===== config.mk =====
export PLATFORM = sky130hd
export DESIGN_NAME = dio_cell
export DESIGN_NICKNAME = d
export VERILOG_FILES = /design/src/verilog/dio_pkg.sv /design/src/verilog/dio_cell.sv
export SDC_FILE = /design/constraint.sdc
export NUM_CORES = 1
export LEC_CHECK = 0
export ABC_AREA = 1
export BUFFER_PORTS_ARGS = -buffer_cell sky130_fd_sc_hd__clkbuf_2
export CORE_UTILIZATION = 50
export CTS_CLUSTER_SIZE = 40
export DETAILED_ROUTE_END_ITERATION = 8
export HOLD_SLACK_MARGIN = 0.03
export PLACE_DENSITY = 0.68
export SLEW_MARGIN = 20
export SYNTH_ARGS = -nofsm -noshare
export SYNTH_HDL_FRONTEND = slang
export SYNTH_SLANG_ARGS = --single-unit

===== constraint.sdc =====
create_clock -name ref_clk -period 2.7 [get_ports ref_clk]
set_clock_uncertainty 0.1 [all_clocks]
set_input_delay 0.27 -clock ref_clk [delete_from_list [all_inputs] [get_ports ref_clk]]
set_output_delay 0.27 -clock ref_clk [all_outputs]
set_load 0.01 [all_outputs]

===== src/verilog/dio_pkg.sv =====
// dio_pkg: shared constants and types for the double-rate pad cell logic.
// assumes a single system clock; all widths below are the defaults.
package dio_pkg;

  // ******************************
  // sizes and timing
  // ******************************
  localparam int CAL_W     = 6;           // calibration bus width
  localparam int DLY_TAPS  = 1 << CAL_W;  // taps of the strobe delay line
  // must outlast a strobe high phase, or burst falls pass for preambles
  localparam int IDLE_MIN  = 8;           // idle-high cycles to arm detector
  localparam int CNT_W     = 3;
  localparam int FIFO_DEP  = 8;
  localparam int LANES     = 2;           // lane 0 write data, lane 1 tristate
  localparam int LANE_DAT  = 0;
  localparam int LANE_TRI  = 1;
  localparam logic [CAL_W-1:0] CAL_RST = 6'h20;  // mid-scale start point
  localparam logic [CAL_W-1:0] CAL_MAX = 6'h3f;
  localparam logic [CAL_W-1:0] CAL_MIN = 6'h00;
  localparam logic [CNT_W-1:0] CNT_ARM = 3'h7;   // IDLE_MIN - 1

  // ******************************
  // types
  // ******************************
  typedef struct packed {
    logic ddr_mode;    // double-rate lanes
    logic sdr_latch;   // single-rate element acts as a latch
    logic clk_sel_dqs; // cell clock from delayed strobe
    logic clk_inv;
    logic ce_inv;
    logic rst_inv;
    logic dqs_half;    // 1: served by the right-side loop
  } dio_cfg_t;

  typedef struct packed {
    logic pos;
    logic neg;
  } dio_pair_t;

  typedef enum logic [1:0] {
    DET_WAIT  = 2'b01,
    DET_ARMED = 2'b10
  } dio_det_t;

endpackage

===== src/verilog/dio_cell.sv =====
// dio_cell: double-rate output/tristate registers, cell control, strobe
// delay with two calibration loops, preamble polarity detection and read
// capture into a small fifo. everything runs on ref_clk; pad pins, the
// strobe and the routing clock are asynchronous and are sampled twice.
//
// Operation
// - double-rate registers exist on read capture and write output paths.
// - tristate path has one single-rate register plus one double-rate latch.
// - single-rate: negative-phase input feeds one element, flip-flop or latch.
// - double-rate: negative phase on rising edge, positive phase latched.
// - double-rate: clock level selects which stored value drives the output.
// - latches pass while their clock is low and hold while it is high.
// - cell clock is routing clock or strobe, optionally inverted.
// - clock enable and local reset come from routing, each optionally inverted.
// - device-wide tristate passes straight through to the output enable.
// - incoming strobe passes a programmable delay before strobe routing.
// - strobe also feeds polarity logic for the synchronising registers.
// - delay setting comes from a six-bit calibration bus of the loops.
// - two loops, each calibrating only the delays in its own half.
// - each loop tracks using the system clock and its own feedback.
// - polarity picks the system clock edge that captures read data.
// - polarity is re-evaluated at the start of every read.
// - a detector senses idle-to-low and sets the synchronising polarity.
`timescale 1ns/1ps

// ******************************
// read fifo
// ******************************
module dio_fifo
  import dio_pkg::*;
#(
  parameter int WIDTH = 2,
  parameter int DEPTH = FIFO_DEP
)(
  input  wire logic             ref_clk,   // system clock
  input  wire logic             rst_b,     // sync reset, active low
  input  wire logic             in_valid,  // push request
  output logic                  in_ready,  // room available
  input  wire logic [WIDTH-1:0] in_data,   // pushed word
  output logic                  out_valid, // word available
  input  wire logic             out_ready, // pop request
  output logic      [WIDTH-1:0] out_data   // head word
);
  localparam int AW = $clog2(DEPTH);
  logic [WIDTH-1:0] mem_r [DEPTH];
  logic [AW-1:0]    wp_r;
  logic [AW-1:0]    rp_r;
  logic [AW:0]      cnt_r;
  logic             push;
  logic             pop;

  assign in_ready  = (cnt_r != (AW+1)'(DEPTH));
  assign out_valid = (cnt_r != '0);
  assign out_data  = mem_r[rp_r];
  assign push      = in_valid & in_ready;
  assign pop       = out_valid & out_ready;

  always_ff @(posedge ref_clk)
  begin
    if (push)
      mem_r[wp_r] <= in_data;
  end

  always_ff @(posedge ref_clk)
  begin
    if (!rst_b)
    begin
      wp_r  <= '0;
      rp_r  <= '0;
      cnt_r <= '0;
    end
    else
    begin
      if (push)
        wp_r <= (wp_r == AW'(DEPTH-1)) ? '0 : wp_r + 1'b1;
      if (pop)
        rp_r <= (rp_r == AW'(DEPTH-1)) ? '0 : rp_r + 1'b1;
      cnt_r <= cnt_r + (AW+1)'(push) - (AW+1)'(pop);
    end
  end
endmodule // dio_fifo

// ******************************
// pad cell top
// ******************************
module dio_cell
  import dio_pkg::*;
(
  input  wire logic      ref_clk,               // system clock, 100 MHz
  input  wire logic      rst_b,                 // sync reset, active low
  input  wire dio_cfg_t  cfg,                   // static cell configuration
  input  wire logic      gen_clk,               // routing clock, async
  input  wire logic      cell_ce,               // clock enable, async
  input  wire logic      cell_lrst,             // local reset, async
  input  wire logic      global_tristate,       // device-wide tristate
  input  wire logic      wr_data_pos,           // write data, positive phase
  input  wire logic      wr_data_neg,           // write data, negative phase
  input  wire logic      tristate_in_pos_phase, // tristate, positive phase
  input  wire logic      tristate_in_neg_phase, // tristate, negative phase
  input  wire logic      dqs_pad,               // strobe from memory, async
  input  wire logic      dq_pad,                // read data pin, async
  input  wire logic [1:0] dll_lag,              // loop feedback, 1 = too short
  output logic           pad_dq_o,              // write data to pad
  output logic           cell_tristate_out,     // registered tristate
  output logic           pad_oe,                // pad driver enable
  output logic           sync_pol,              // synchronising polarity
  output logic           preamble_seen,         // one-cycle detect pulse
  output logic [CAL_W-1:0] dqs_cal,             // calibration in use
  output logic           rd_valid,              // read pair valid
  output dio_pair_t      rd_data,               // read pair
  input  wire logic      rd_ready,              // read pair taken
  output logic           rd_overrun             // sticky: pair dropped
);

  // ******************************
  // input synchronisers
  // ******************************
  localparam int NSYNC = 8;
  logic [NSYNC-1:0] s1_r;
  logic [NSYNC-1:0] s2_r;
  logic gen_clk_s, ce_s, lrst_s, gts_s, dqs_s, dq_s;
  logic [1:0] lag_s;

  always_ff @(posedge ref_clk)
  begin
    s1_r <= {dll_lag, dq_pad, dqs_pad, global_tristate, cell_lrst,
             cell_ce, gen_clk} ;
    s2_r <= s1_r;
  end
  assign {lag_s, dq_s, dqs_s, gts_s, lrst_s, ce_s, gen_clk_s} = s2_r;

  // ******************************
  // calibration loops and strobe delay
  // ******************************
  logic [CAL_W-1:0]    cal_r [2];
  logic [DLY_TAPS-1:0] dly_sr_r;
  logic [CAL_W-1:0]    cal_sel;
  logic                dqs_dly;

  genvar g;
  generate
    for (g = 0; g < 2; g++)
    begin : g_dll
      // each loop steps one tap per cycle toward its feedback target
      always_ff @(posedge ref_clk)
      begin
        if (!rst_b)
          cal_r[g] <= CAL_RST;
        else if (lag_s[g] && cal_r[g] != CAL_MAX)
          cal_r[g] <= cal_r[g] + 1'b1;
        else if (!lag_s[g] && cal_r[g] != CAL_MIN)
          cal_r[g] <= cal_r[g] - 1'b1;
      end
    end
  endgenerate

  assign cal_sel = cfg.dqs_half ? cal_r[1] : cal_r[0];

  always_ff @(posedge ref_clk)
  begin
    if (!rst_b)
      dly_sr_r <= '0;
    else
      dly_sr_r <= {dly_sr_r[DLY_TAPS-2:0], dqs_s};
  end
  // delay resolution is one system clock per tap
  assign dqs_dly = dly_sr_r[cal_sel];

  always_ff @(posedge ref_clk)
  begin
    if (!rst_b)
      dqs_cal <= CAL_RST;
    else
      dqs_cal <= cal_sel;
  end

  // ******************************
  // cell control
  // ******************************
  logic cclk;
  logic cclk_prev_r;
  logic crise;
  logic ce_eff;
  logic lrst_eff;

  assign cclk     = (cfg.clk_sel_dqs ? dqs_dly : gen_clk_s)
                    ^ cfg.clk_inv;
  assign ce_eff   = ce_s ^ cfg.ce_inv;
  assign lrst_eff = lrst_s ^ cfg.rst_inv;
  assign crise    = cclk & ~cclk_prev_r;

  always_ff @(posedge ref_clk)
  begin
    if (!rst_b)
      cclk_prev_r <= 1'b0;
    else
      cclk_prev_r <= cclk;
  end

  // ******************************
  // output and tristate lanes
  // ******************************
  logic ff_r   [LANES];
  logic lat_r  [LANES];
  logic out_r  [LANES];
  logic pos_in [LANES];
  logic neg_in [LANES];

  assign pos_in[LANE_DAT] = wr_data_pos;
  assign neg_in[LANE_DAT] = wr_data_neg;
  assign pos_in[LANE_TRI] = tristate_in_pos_phase;
  assign neg_in[LANE_TRI] = tristate_in_neg_phase;

  generate
    for (g = 0; g < LANES; g++)
    begin : g_lane
      always_ff @(posedge ref_clk)
      begin
        if (!rst_b || lrst_eff)
          ff_r[g] <= 1'b0;
        else if (crise && ce_eff)
          ff_r[g] <= neg_in[g];
      end

      // transparent while the cell clock is low
      always_ff @(posedge ref_clk)
      begin
        if (!rst_b || lrst_eff)
          lat_r[g] <= 1'b0;
        else if (!cclk && ce_eff)
          lat_r[g] <= cfg.ddr_mode ? pos_in[g] : neg_in[g];
      end

      always_ff @(posedge ref_clk)
      begin
        if (!rst_b)
          out_r[g] <= 1'b0;
        else if (cfg.ddr_mode)
          out_r[g] <= cclk ? ff_r[g] : lat_r[g];
        else
          out_r[g] <= cfg.sdr_latch ? lat_r[g] : ff_r[g];
      end
    end
  endgenerate

  assign pad_dq_o          = out_r[LANE_DAT];
  assign cell_tristate_out = out_r[LANE_TRI];

  always_ff @(posedge ref_clk)
  begin
    if (!rst_b)
      pad_oe <= 1'b0;
    else
      pad_oe <= ~(gts_s | out_r[LANE_TRI]);
  end

  // ******************************
  // preamble detector and polarity
  // ******************************
  dio_det_t         det_r;
  logic [CNT_W-1:0] idle_cnt_r;
  logic             phase_r;
  logic             det_hit;

  // phase_r stands for the system clock half in which a word is taken
  always_ff @(posedge ref_clk)
  begin
    if (!rst_b)
      phase_r <= 1'b0;
    else
      phase_r <= ~phase_r;
  end

  assign det_hit = (det_r == DET_ARMED) && !dqs_s;

  always_ff @(posedge ref_clk)
  begin
    if (!rst_b)
    begin
      det_r      <= DET_WAIT;
      idle_cnt_r <= '0;
    end
    else
    begin
      unique case (det_r)
        DET_WAIT:
        begin
          if (!dqs_s)
            idle_cnt_r <= '0;
          else if (idle_cnt_r == CNT_ARM)
            det_r <= DET_ARMED;
          else
            idle_cnt_r <= idle_cnt_r + 1'b1;
        end
        DET_ARMED:
        begin
          if (!dqs_s)
          begin
            det_r      <= DET_WAIT;
            idle_cnt_r <= '0;
          end
        end
        default:
        begin
          det_r      <= DET_WAIT;
          idle_cnt_r <= '0;
        end
      endcase
    end
  end

  always_ff @(posedge ref_clk)
  begin
    if (!rst_b)
    begin
      sync_pol      <= 1'b0;
      preamble_seen <= 1'b0;
    end
    else
    begin
      preamble_seen <= det_hit;
      if (det_hit)
        sync_pol <= phase_r;
    end
  end

  // ******************************
  // read capture and synchronising register
  // ******************************
  logic      dly_prev_r;
  logic      cap_pos_r;
  logic      cap_neg_r;
  logic      pair_rdy_r;
  logic      push;
  logic      f_in_ready;
  logic      f_out_valid;
  logic      f_pop;
  dio_pair_t f_out;

  assign push = pair_rdy_r && (phase_r == sync_pol);

  always_ff @(posedge ref_clk)
  begin
    if (!rst_b)
    begin
      dly_prev_r <= 1'b0;
      cap_pos_r  <= 1'b0;
      cap_neg_r  <= 1'b0;
      pair_rdy_r <= 1'b0;
    end
    else
    begin
      dly_prev_r <= dqs_dly;
      if (dqs_dly && !dly_prev_r)
        cap_pos_r <= dq_s;
      // a new pair wins over the take of the previous one
      if (!dqs_dly && dly_prev_r)
      begin
        cap_neg_r  <= dq_s;
        pair_rdy_r <= 1'b1;
      end
      else if (push)
        pair_rdy_r <= 1'b0;
    end
  end

  always_ff @(posedge ref_clk)
  begin
    if (!rst_b)
      rd_overrun <= 1'b0;
    else if (push && !f_in_ready)
      rd_overrun <= 1'b1;
  end

  dio_fifo #(
    .WIDTH ($bits(dio_pair_t)),
    .DEPTH (FIFO_DEP)
  ) u_fifo (
    .ref_clk   (ref_clk),
    .rst_b     (rst_b),
    .in_valid  (push),
    .in_ready  (f_in_ready),
    .in_data   ({cap_pos_r, cap_neg_r}),
    .out_valid (f_out_valid),
    .out_ready (f_pop),
    .out_data  (f_out)
  );

  // output stage keeps the read port flop-driven
  assign f_pop = f_out_valid && (!rd_valid || rd_ready);

  always_ff @(posedge ref_clk)
  begin
    if (!rst_b)
    begin
      rd_valid <= 1'b0;
      rd_data  <= '0;
    end
    else if (!rd_valid || rd_ready)
    begin
      rd_valid <= f_out_valid;
      if (f_pop)
        rd_data <= f_out;
    end
  end
endmodule // dio_cell


==> results of run 1 <==
[cells by family after synthesis]
family | Yosys count
and+or+nand+nor | 335
buffers and inverters | 152
DFF | 148
AOI/OAI and AO/OA | 71
adders and majority gates | 21
xor gates and xnor gates | 7
muxes | 2
other | 1
[report_power, final]
group | switching [µW] | internal, µW
logic | 710 | 493
registers | 130 | 2440
clock network | 901 | 1370
[per-stage QoR]
stage                     std cells   util
after floorplan                 737      -
after global placement          913  0.547
after detailed placement        913  0.547
after CTS                       953  0.602
after global routing            960  0.609
final                           960  0.609
[worst max-delay path: cells and delay by family, from the launching register on]
family                   cells  cell delay, ns
buffers and inverters        1            0.07
XOR/XNOR                     1            0.15
AO/OA/AOI/OAI                3            0.27
AND/OR/NAND/NOR              8            0.92
flip-flops                   1            0.44
adder cells (fa/ha/maj)      1            0.30
[worst max-delay path by stage]
stage                              start                   endpoint  slack [ns]  cells after the start
2_1_floorplan  cal_r[1][3]$_SDFFCE_PN0P_  cal_r[1][5]$_SDFFCE_PN1P_        0.23                     14
3_3_place_gp   cal_r[1][2]$_SDFFCE_PN0P_  cal_r[1][5]$_SDFFCE_PN1P_        0.08                     14
3_5_place_dp   cal_r[1][3]$_SDFFCE_PN0P_  cal_r[1][5]$_SDFFCE_PN1P_        0.07                     14
4_1_cts        cal_r[1][3]$_SDFFCE_PN0P_  cal_r[1][5]$_SDFFCE_PN1P_        0.06                     14
5_1_grt            cal_r[0][0]$_DFFE_PP_         lat_r[0]$_DFFE_PP_        0.01                     17
6_report       cal_r[1][4]$_SDFFCE_PN0P_  cal_r[1][5]$_SDFFCE_PN1P_        0.21                     14
[state kept, by name, summed over array words and instances, names as in the netlist, 2 cells and up]
register	count
out_r	2
lat_r	2
u_fifo.mem_r	16
s2_r	8
dqs_cal	6
ff_r	2
u_fifo.rp_r	3
cal_r	12
u_fifo.wp_r	3
det_r	2
rd_data	2
s1_r	8
idle_cnt_r	3
dly_sr_r	64
u_fifo.cnt_r	4
[repair_timing]
action | in CTS | in global routing
resized for setup | 0 | 10
hold buffers | 8 | 0
hold endpoints to repair | 8 | 0
setup endpoints to repair | 0 | 7
setup buffers | 0 | 7
[per-layer routing]
layer	track usage	routed length (µm)
met1	0.250	5410
met5	0	0
met4	0.0809	132
met3	0.0616	457
met2	0.355	6200
[Yosys cell counts, types with 6 or more instances]
cell and n:
ha_1 19, inv_1 127, buf_2 6, dfxtp_1 115, nor2_1 62, clkbuf_1 14, o21ai_0 24, nand2_1 164
edfxtp_1 33, nand3_1 88, a21oi_1 24
[final cells by class]
| class | count | area, µm² | area share |
|---|---|---|---|
| clock inverter | 11 | 95.1 | 0.0131 |
| tap | 147 | 184 | 0.0253 |
| timing repair buffer | 68 | 478 | 0.0657 |
| sequential | 148 | 3290 | 0.452 |
| inverter | 128 | 480 | 0.0660 |
| clock buffer | 21 | 482 | 0.0662 |
| multi-input combinational | 437 | 2270 | 0.311 |
==> summary.txt, run 1 <==
Run status
  • Status: finished clean

Setup path
  • FF-to-FF End: cal_r[1][5]$_SDFFCE_PN1P_
  • Crit-path cells: nor4_2, nand3_1, nand3_2, inv_2, ha_1, a21oi_2, nor2_1, nor2_2, nor2_1, o21ai_1, nand2_1, xor2_1, nor2_1, a21oi_1
  • Slowest cell on crit path: edfxtp_1
  • Worst reg2reg path startpoint: cal_r[1][4]$_SDFFCE_PN0P_
  • Nature of the critical path startpoint: register
  • Reg2Reg Setup Slack: 0.21 ns
  • Crit end category: register
  • Critical Path Fanout Max: 5
  • Peak per-stage delay on the critical path: 0.44 ns
  • Worst path most repeated cell: nor2_1
  • Crit path arrival time: 2.56 ns
  • Depth of the worst register-to-register path: 14
  • Critical path class: reg2reg
  • Critical Path RT: 2.77 ns

Placement
  • DP Wirelength: 8.22 mm
  • Dpl ws: 0.0680 ns
  • I/O Buffers: 36
  • Gpl congestion: 0.820
  • Placement Cell Area: 6540 µm²

Detailed routing
  • Post-route ant nets: 0
  • Vias: 4747
  • Routed WL: 12.2 mm
  • Avg WL per Cell: 12.7 µm
  • DRT iter0 DRCs: 268
  • Via-to-Cell Ratio: 4.94
  • TritonRoute pass-1 iters: 5
  • Final routed DRC violation total: 0

STA
  • Worst-margin pin slew: 0.548 ns
  • Max Clk Rate: 0.401 GHz
  • RSZ-0062 raised after global routing: false
  • Max-slew headroom at the worst pin: 0.635
  • Fin. Hold Viols: 0
  • Final Setup Violations: 0
  • Final period utilization: 0.923
  • Final Worst Setup Slack: 0.209 ns
  • TNS Setup: 0 ns
  • Worst hold margin: 0.0700 ns
  • Final Critical Period: 2.49 ns
  • Slew Viols, Final: 0

Yosys
  • Mux share of post-synthesis cell area: 0.00326
  • XOR/XNOR share of the synthesized area: 0.0100
  • Post-Syn Area: 6130 µm²
  • Compound-Gate Fraction of Synth Area: 0.0706
  • Number of enable flip-flop cells after synthesis: 33
  • Post-Syn Instances: 737
  • Syn_area_per_cell: 8.32 µm²
  • Synth cell types: 41
  • Synth top area share: 0.375
  • Sequential share of the synthesized area: 0.537
  • Syn nets: 780
  • Flops & latches, synth: 148
  • Warnings, synthesis: 0
  • Post-Synth Simple-Gate Area: 0.235
  • Synth area leaders: dfxtp_1 38%, edfxtp_1 16%, nand2_1 10%, inv_1 7.8%, nand3_1 7.2%
  • Post-synthesis async set-or-reset flop share: 0
  • Largest family of logic cells by synthesized area: simple AND/OR/NAND/NOR gates
  • Largest area contributor in the netlist: dfxtp_1
  • Post-synthesis adder-cell area fraction: 0.0453
  • Top_reg_cell synth: dfxtp_1

Layout
  • Final Cell Area: 7280 µm²
  • Area grow syn2layout: 18.7%
  • Commonest non-fill, non-tap cell in the layout: nand2_1
  • Diodes inserted: 0
  • Most frequent cells in the layout: 164 x nand2_1, 125 x inv_1, 115 x dfxtp_1, 87 x nand3_1, 61 x nor2_1
  • Filler instances: 1037
  • Layout net count: 843
  • Share of layout cells above drive strength 1: 0.140

Min path
  • WHS Endpoint: out_r[1]$_DFF_P_
  • Worst hold path depth: 3
  • Hold path startpoint: cfg[5]
  • Worst min path class: in2reg

Die
  • Core area: 12000 µm²
  • Chip width: 113 µm
  • Die Y: 113 µm
  • Rows: 40
  • Initial Utilization: 0.513
  • Die area: 12700 µm²
  • Boundary pin count: 37

Clocking
  • Clk slew on worst S/H paths: 0.06 ns
  • CTS sink cnt: 148
  • Clk root buf: clkbuf_16
  • Worst-Skew Late Latency: 0.42 ns
  • Clk buf depth: 2
  • CTS tree: built
  • Htree depth: 4
  • Cts bufs inserted: 17

Global route
  • Initial antenna violation count: 0
  • Largest net degree at the start of global routing: 59
  • Total Routing Usage GR: 0.209
  • First-pass GRT wire length: 20.8 mm
  • Grt ovf: 0
  • Number of global-route vias before repair: 4590

Job
  • Max Cap Viol: 0

Pwr
  • Total power: 6040 µW
  • Power Density: 830 nW/µm²
  • Maximum VDD drop: 0.515 mV
  • Pleak: 0.00359 µW
Note: power is estimated with default switching activity, not from simulation.
==> run 2, diff against run 1 <==
Settings changed: CELL_PAD_IN_SITES_DETAIL_PLACEMENT from default to 1, CELL_PAD_IN_SITES_GLOBAL_PLACEMENT from default to 2, CORE_UTILIZATION 50 to 37, PLACE_DENSITY 0.68 to default, PLACE_DENSITY_LB_ADDON from default to 0.1, REMOVE_ABC_BUFFERS from default to 1.
==> run 2 against run 1 <==
Against the previous run: clock power about the same; worst hold slack better by 0.0037 ns; largest power group unchanged; critical path depth unchanged; utilization down 15 points; via count up 3.0%; clock-buffer cell count down 2.
==> summary.txt, run 2 (synthesis results as in run 1) <==
Run status
  • Status: finished clean

Clocking
  • CTS sink cnt: 148
  • CTS tree: built
  • Clk root buf: clkbuf_16
  • Cts bufs inserted: 17
  • Clk buf depth: 2
  • Htree depth: 4
  • Worst-Skew Late Latency: 0.42 ns
  • Clk slew on worst S/H paths: 0.06 ns

Detailed routing
  • Routed WL: 14.8 mm
  • Final routed DRC violation total: 0
  • Avg WL per Cell: 14.4 µm
  • TritonRoute pass-1 iters: 4
  • Vias: 4891
  • Post-route ant nets: 0
  • Via-to-Cell Ratio: 4.74
  • DRT iter0 DRCs: 185

Layout
  • Largest registers: dly_sr_r x64, u_fifo.mem_r x16, cal_r x12
  • Layout net count: 845
  • Largest register FFs: 64
  • Area grow syn2layout: 20.6%
  • Layout Utilization: 0.461
  • Diodes inserted: 0
  • Final Cell Area: 7400 µm²
  • Commonest non-fill, non-tap cell in the layout: nand2_1
  • Largest reg by FF count: dly_sr_r
  • Most frequent cells in the layout: 164 x nand2_1, 126 x inv_1, 115 x dfxtp_1, 87 x nand3_1, 61 x nor2_1
  • Share of layout cells above drive strength 1: 0.137

Setup path
  • Crit-path cells: nor4_1, nand3_1, nand3_2, inv_2, ha_1, a21oi_1, nor2_1, nor2_2, nor2_1, o21ai_1, nand2_1, xor2_2, nor2_1, a21oi_1
  • Worst path most repeated cell: nor2_1
  • Crit path launch: cal_r[1][2]$_SDFFCE_PN0P_
  • Peak per-stage delay on the critical path: 0.39 ns
  • Critical path class: reg2reg
  • Critical Path Fanout Max: 5
  • Crit end category: register
  • Worst reg2reg path startpoint: cal_r[1][2]$_SDFFCE_PN0P_
  • Crit path arrival time: 2.64 ns
  • Critical Path RT: 2.76 ns
  • Depth of the worst register-to-register path: 14
  • Nature of the critical path startpoint: register
  • Slowest cell on crit path: edfxtp_1

Die
  • Die area: 17100 µm²
  • Initial Utilization: 0.382
  • Die Y: 131 µm
  • Core area: 16100 µm²
  • Chip width: 131 µm
  • Rows: 46
  • Boundary pin count: 37

Pwr
  • Maximum VDD drop: 0.440 mV
  • Pleak: 0.00359 µW
  • Power Density: 823 nW/µm²

Placement
  • I/O Buffers: 36
  • Placement Cell Area: 6700 µm²
  • Gpl congestion: 0.776
  • DP Wirelength: 10.4 mm

STA
  • Slew Viols, Final: 0
  • RSZ-0062 raised after global routing: true
  • Max Clk Rate: 0.388 GHz
  • Worst hold margin: 0.0737 ns
  • Final Setup Violations: 0
  • Worst-margin pin slew: 0.544 ns
  • TNS Setup: 0 ns
  • Final Critical Period: 2.58 ns
  • Final period utilization: 0.956
  • Max-slew headroom at the worst pin: 0.633
  • Fin. Hold Viols: 0

Global route
  • Largest net degree at the start of global routing: 81
  • Initial antenna violation count: 0
  • Grt ovf: 0
  • Number of global-route vias before repair: 5221
  • First-pass GRT wire length: 24.7 mm
  • Total Routing Usage GR: 0.189

Min path
  • Worst min path class: in2reg
  • Worst hold path depth: 3
  • Hold path startpoint: tristate_in_neg_phase

Job
  • Max Cap Viol: 0
run 2: cell count changes in the layout (fill, tap and decap cells not counted), moves of 2 or more:
cell / delta
clkbuf_8: -2
buf_12: +3
clkinvlp_4: +2
inv_4: -5
clkinv_2: +2
clkinv_4: +2
run 2: worst max-delay path, delay by kind of cell (launching register included):
kind                       cells  cell delay, ns
AOI/OAI and AO/OA              3            0.33
xor gates and xnor gates       1            0.16
adders and majority gates      1            0.29
buffers and inverters          1            0.07
DFF                            1            0.39
and+or+nand+nor                8            0.97
run 2: through the flow:
step / total power [µW] / cells / worst slack [ns]
final: 6090 / 1031 / 0.120
after floorplan: 3360 / 713 / 0.0362
after detailed placement: 3840 / 987 / -0.0767
after global routing: 6450 / 1031 / -0.0436
after CTS: 6170 / 1029 / 0.0130
after global placement: 3790 / 987 / 0.00587
run 2: report_power, final:
| part | leakage, µW | switching (µW) | internal [µW] |
|---|---|---|---|
| sequential | 0.00127 | 129 | 2430 |
| combinational | 0.00206 | 730 | 510 |
| clock | 0.000269 | 930 | 1360 |
run 2: worst paths after layout:
check,endpoint,slack (ns)
setup / recovery,cal_r[1][5]$_SDFFCE_PN1P_,0.12
hold / removal,ff_r[1]$_SDFFCE_PN0P_,0.07
setup reg to reg,cal_r[1][5]$_SDFFCE_PN1P_,0.12
hold reg to reg,s2_r[2]$_DFF_P_,0.23
run 2: cell type report:
cell class | count | area (µm²)
clock inverters | 13 | 136
multi-input cells | 437 | 2250
fillers | 1913 | 8660
clock buffers | 19 | 433
inverters | 128 | 480
flip-flops and latches | 148 | 3290
repair buffers | 70 | 531
well taps | 216 | 270
run 2: routing by layer:
layer / up-vias / global-route usage / part of all wire
met3: 19 / 0.0395 / 0.025
met1: 2358 / 0.227 / 0.46
li1: 2465 / - / -
met2: 49 / 0.333 / 0.50
met5: - / 0 / 0
met4: 0 / 0.0703 / 0.015
run 2: repair_timing:
| item | CTS | global route |
|---|---|---|
| setup endpoints to repair | 1 | 5 |
| resized for setup | 1 | 5 |
| buffers inserted | 2 | 2 |
| hold endpoints to repair | 8 | 0 |
| pin swaps | 2 | 4 |
| hold buffers | 8 | 0 |
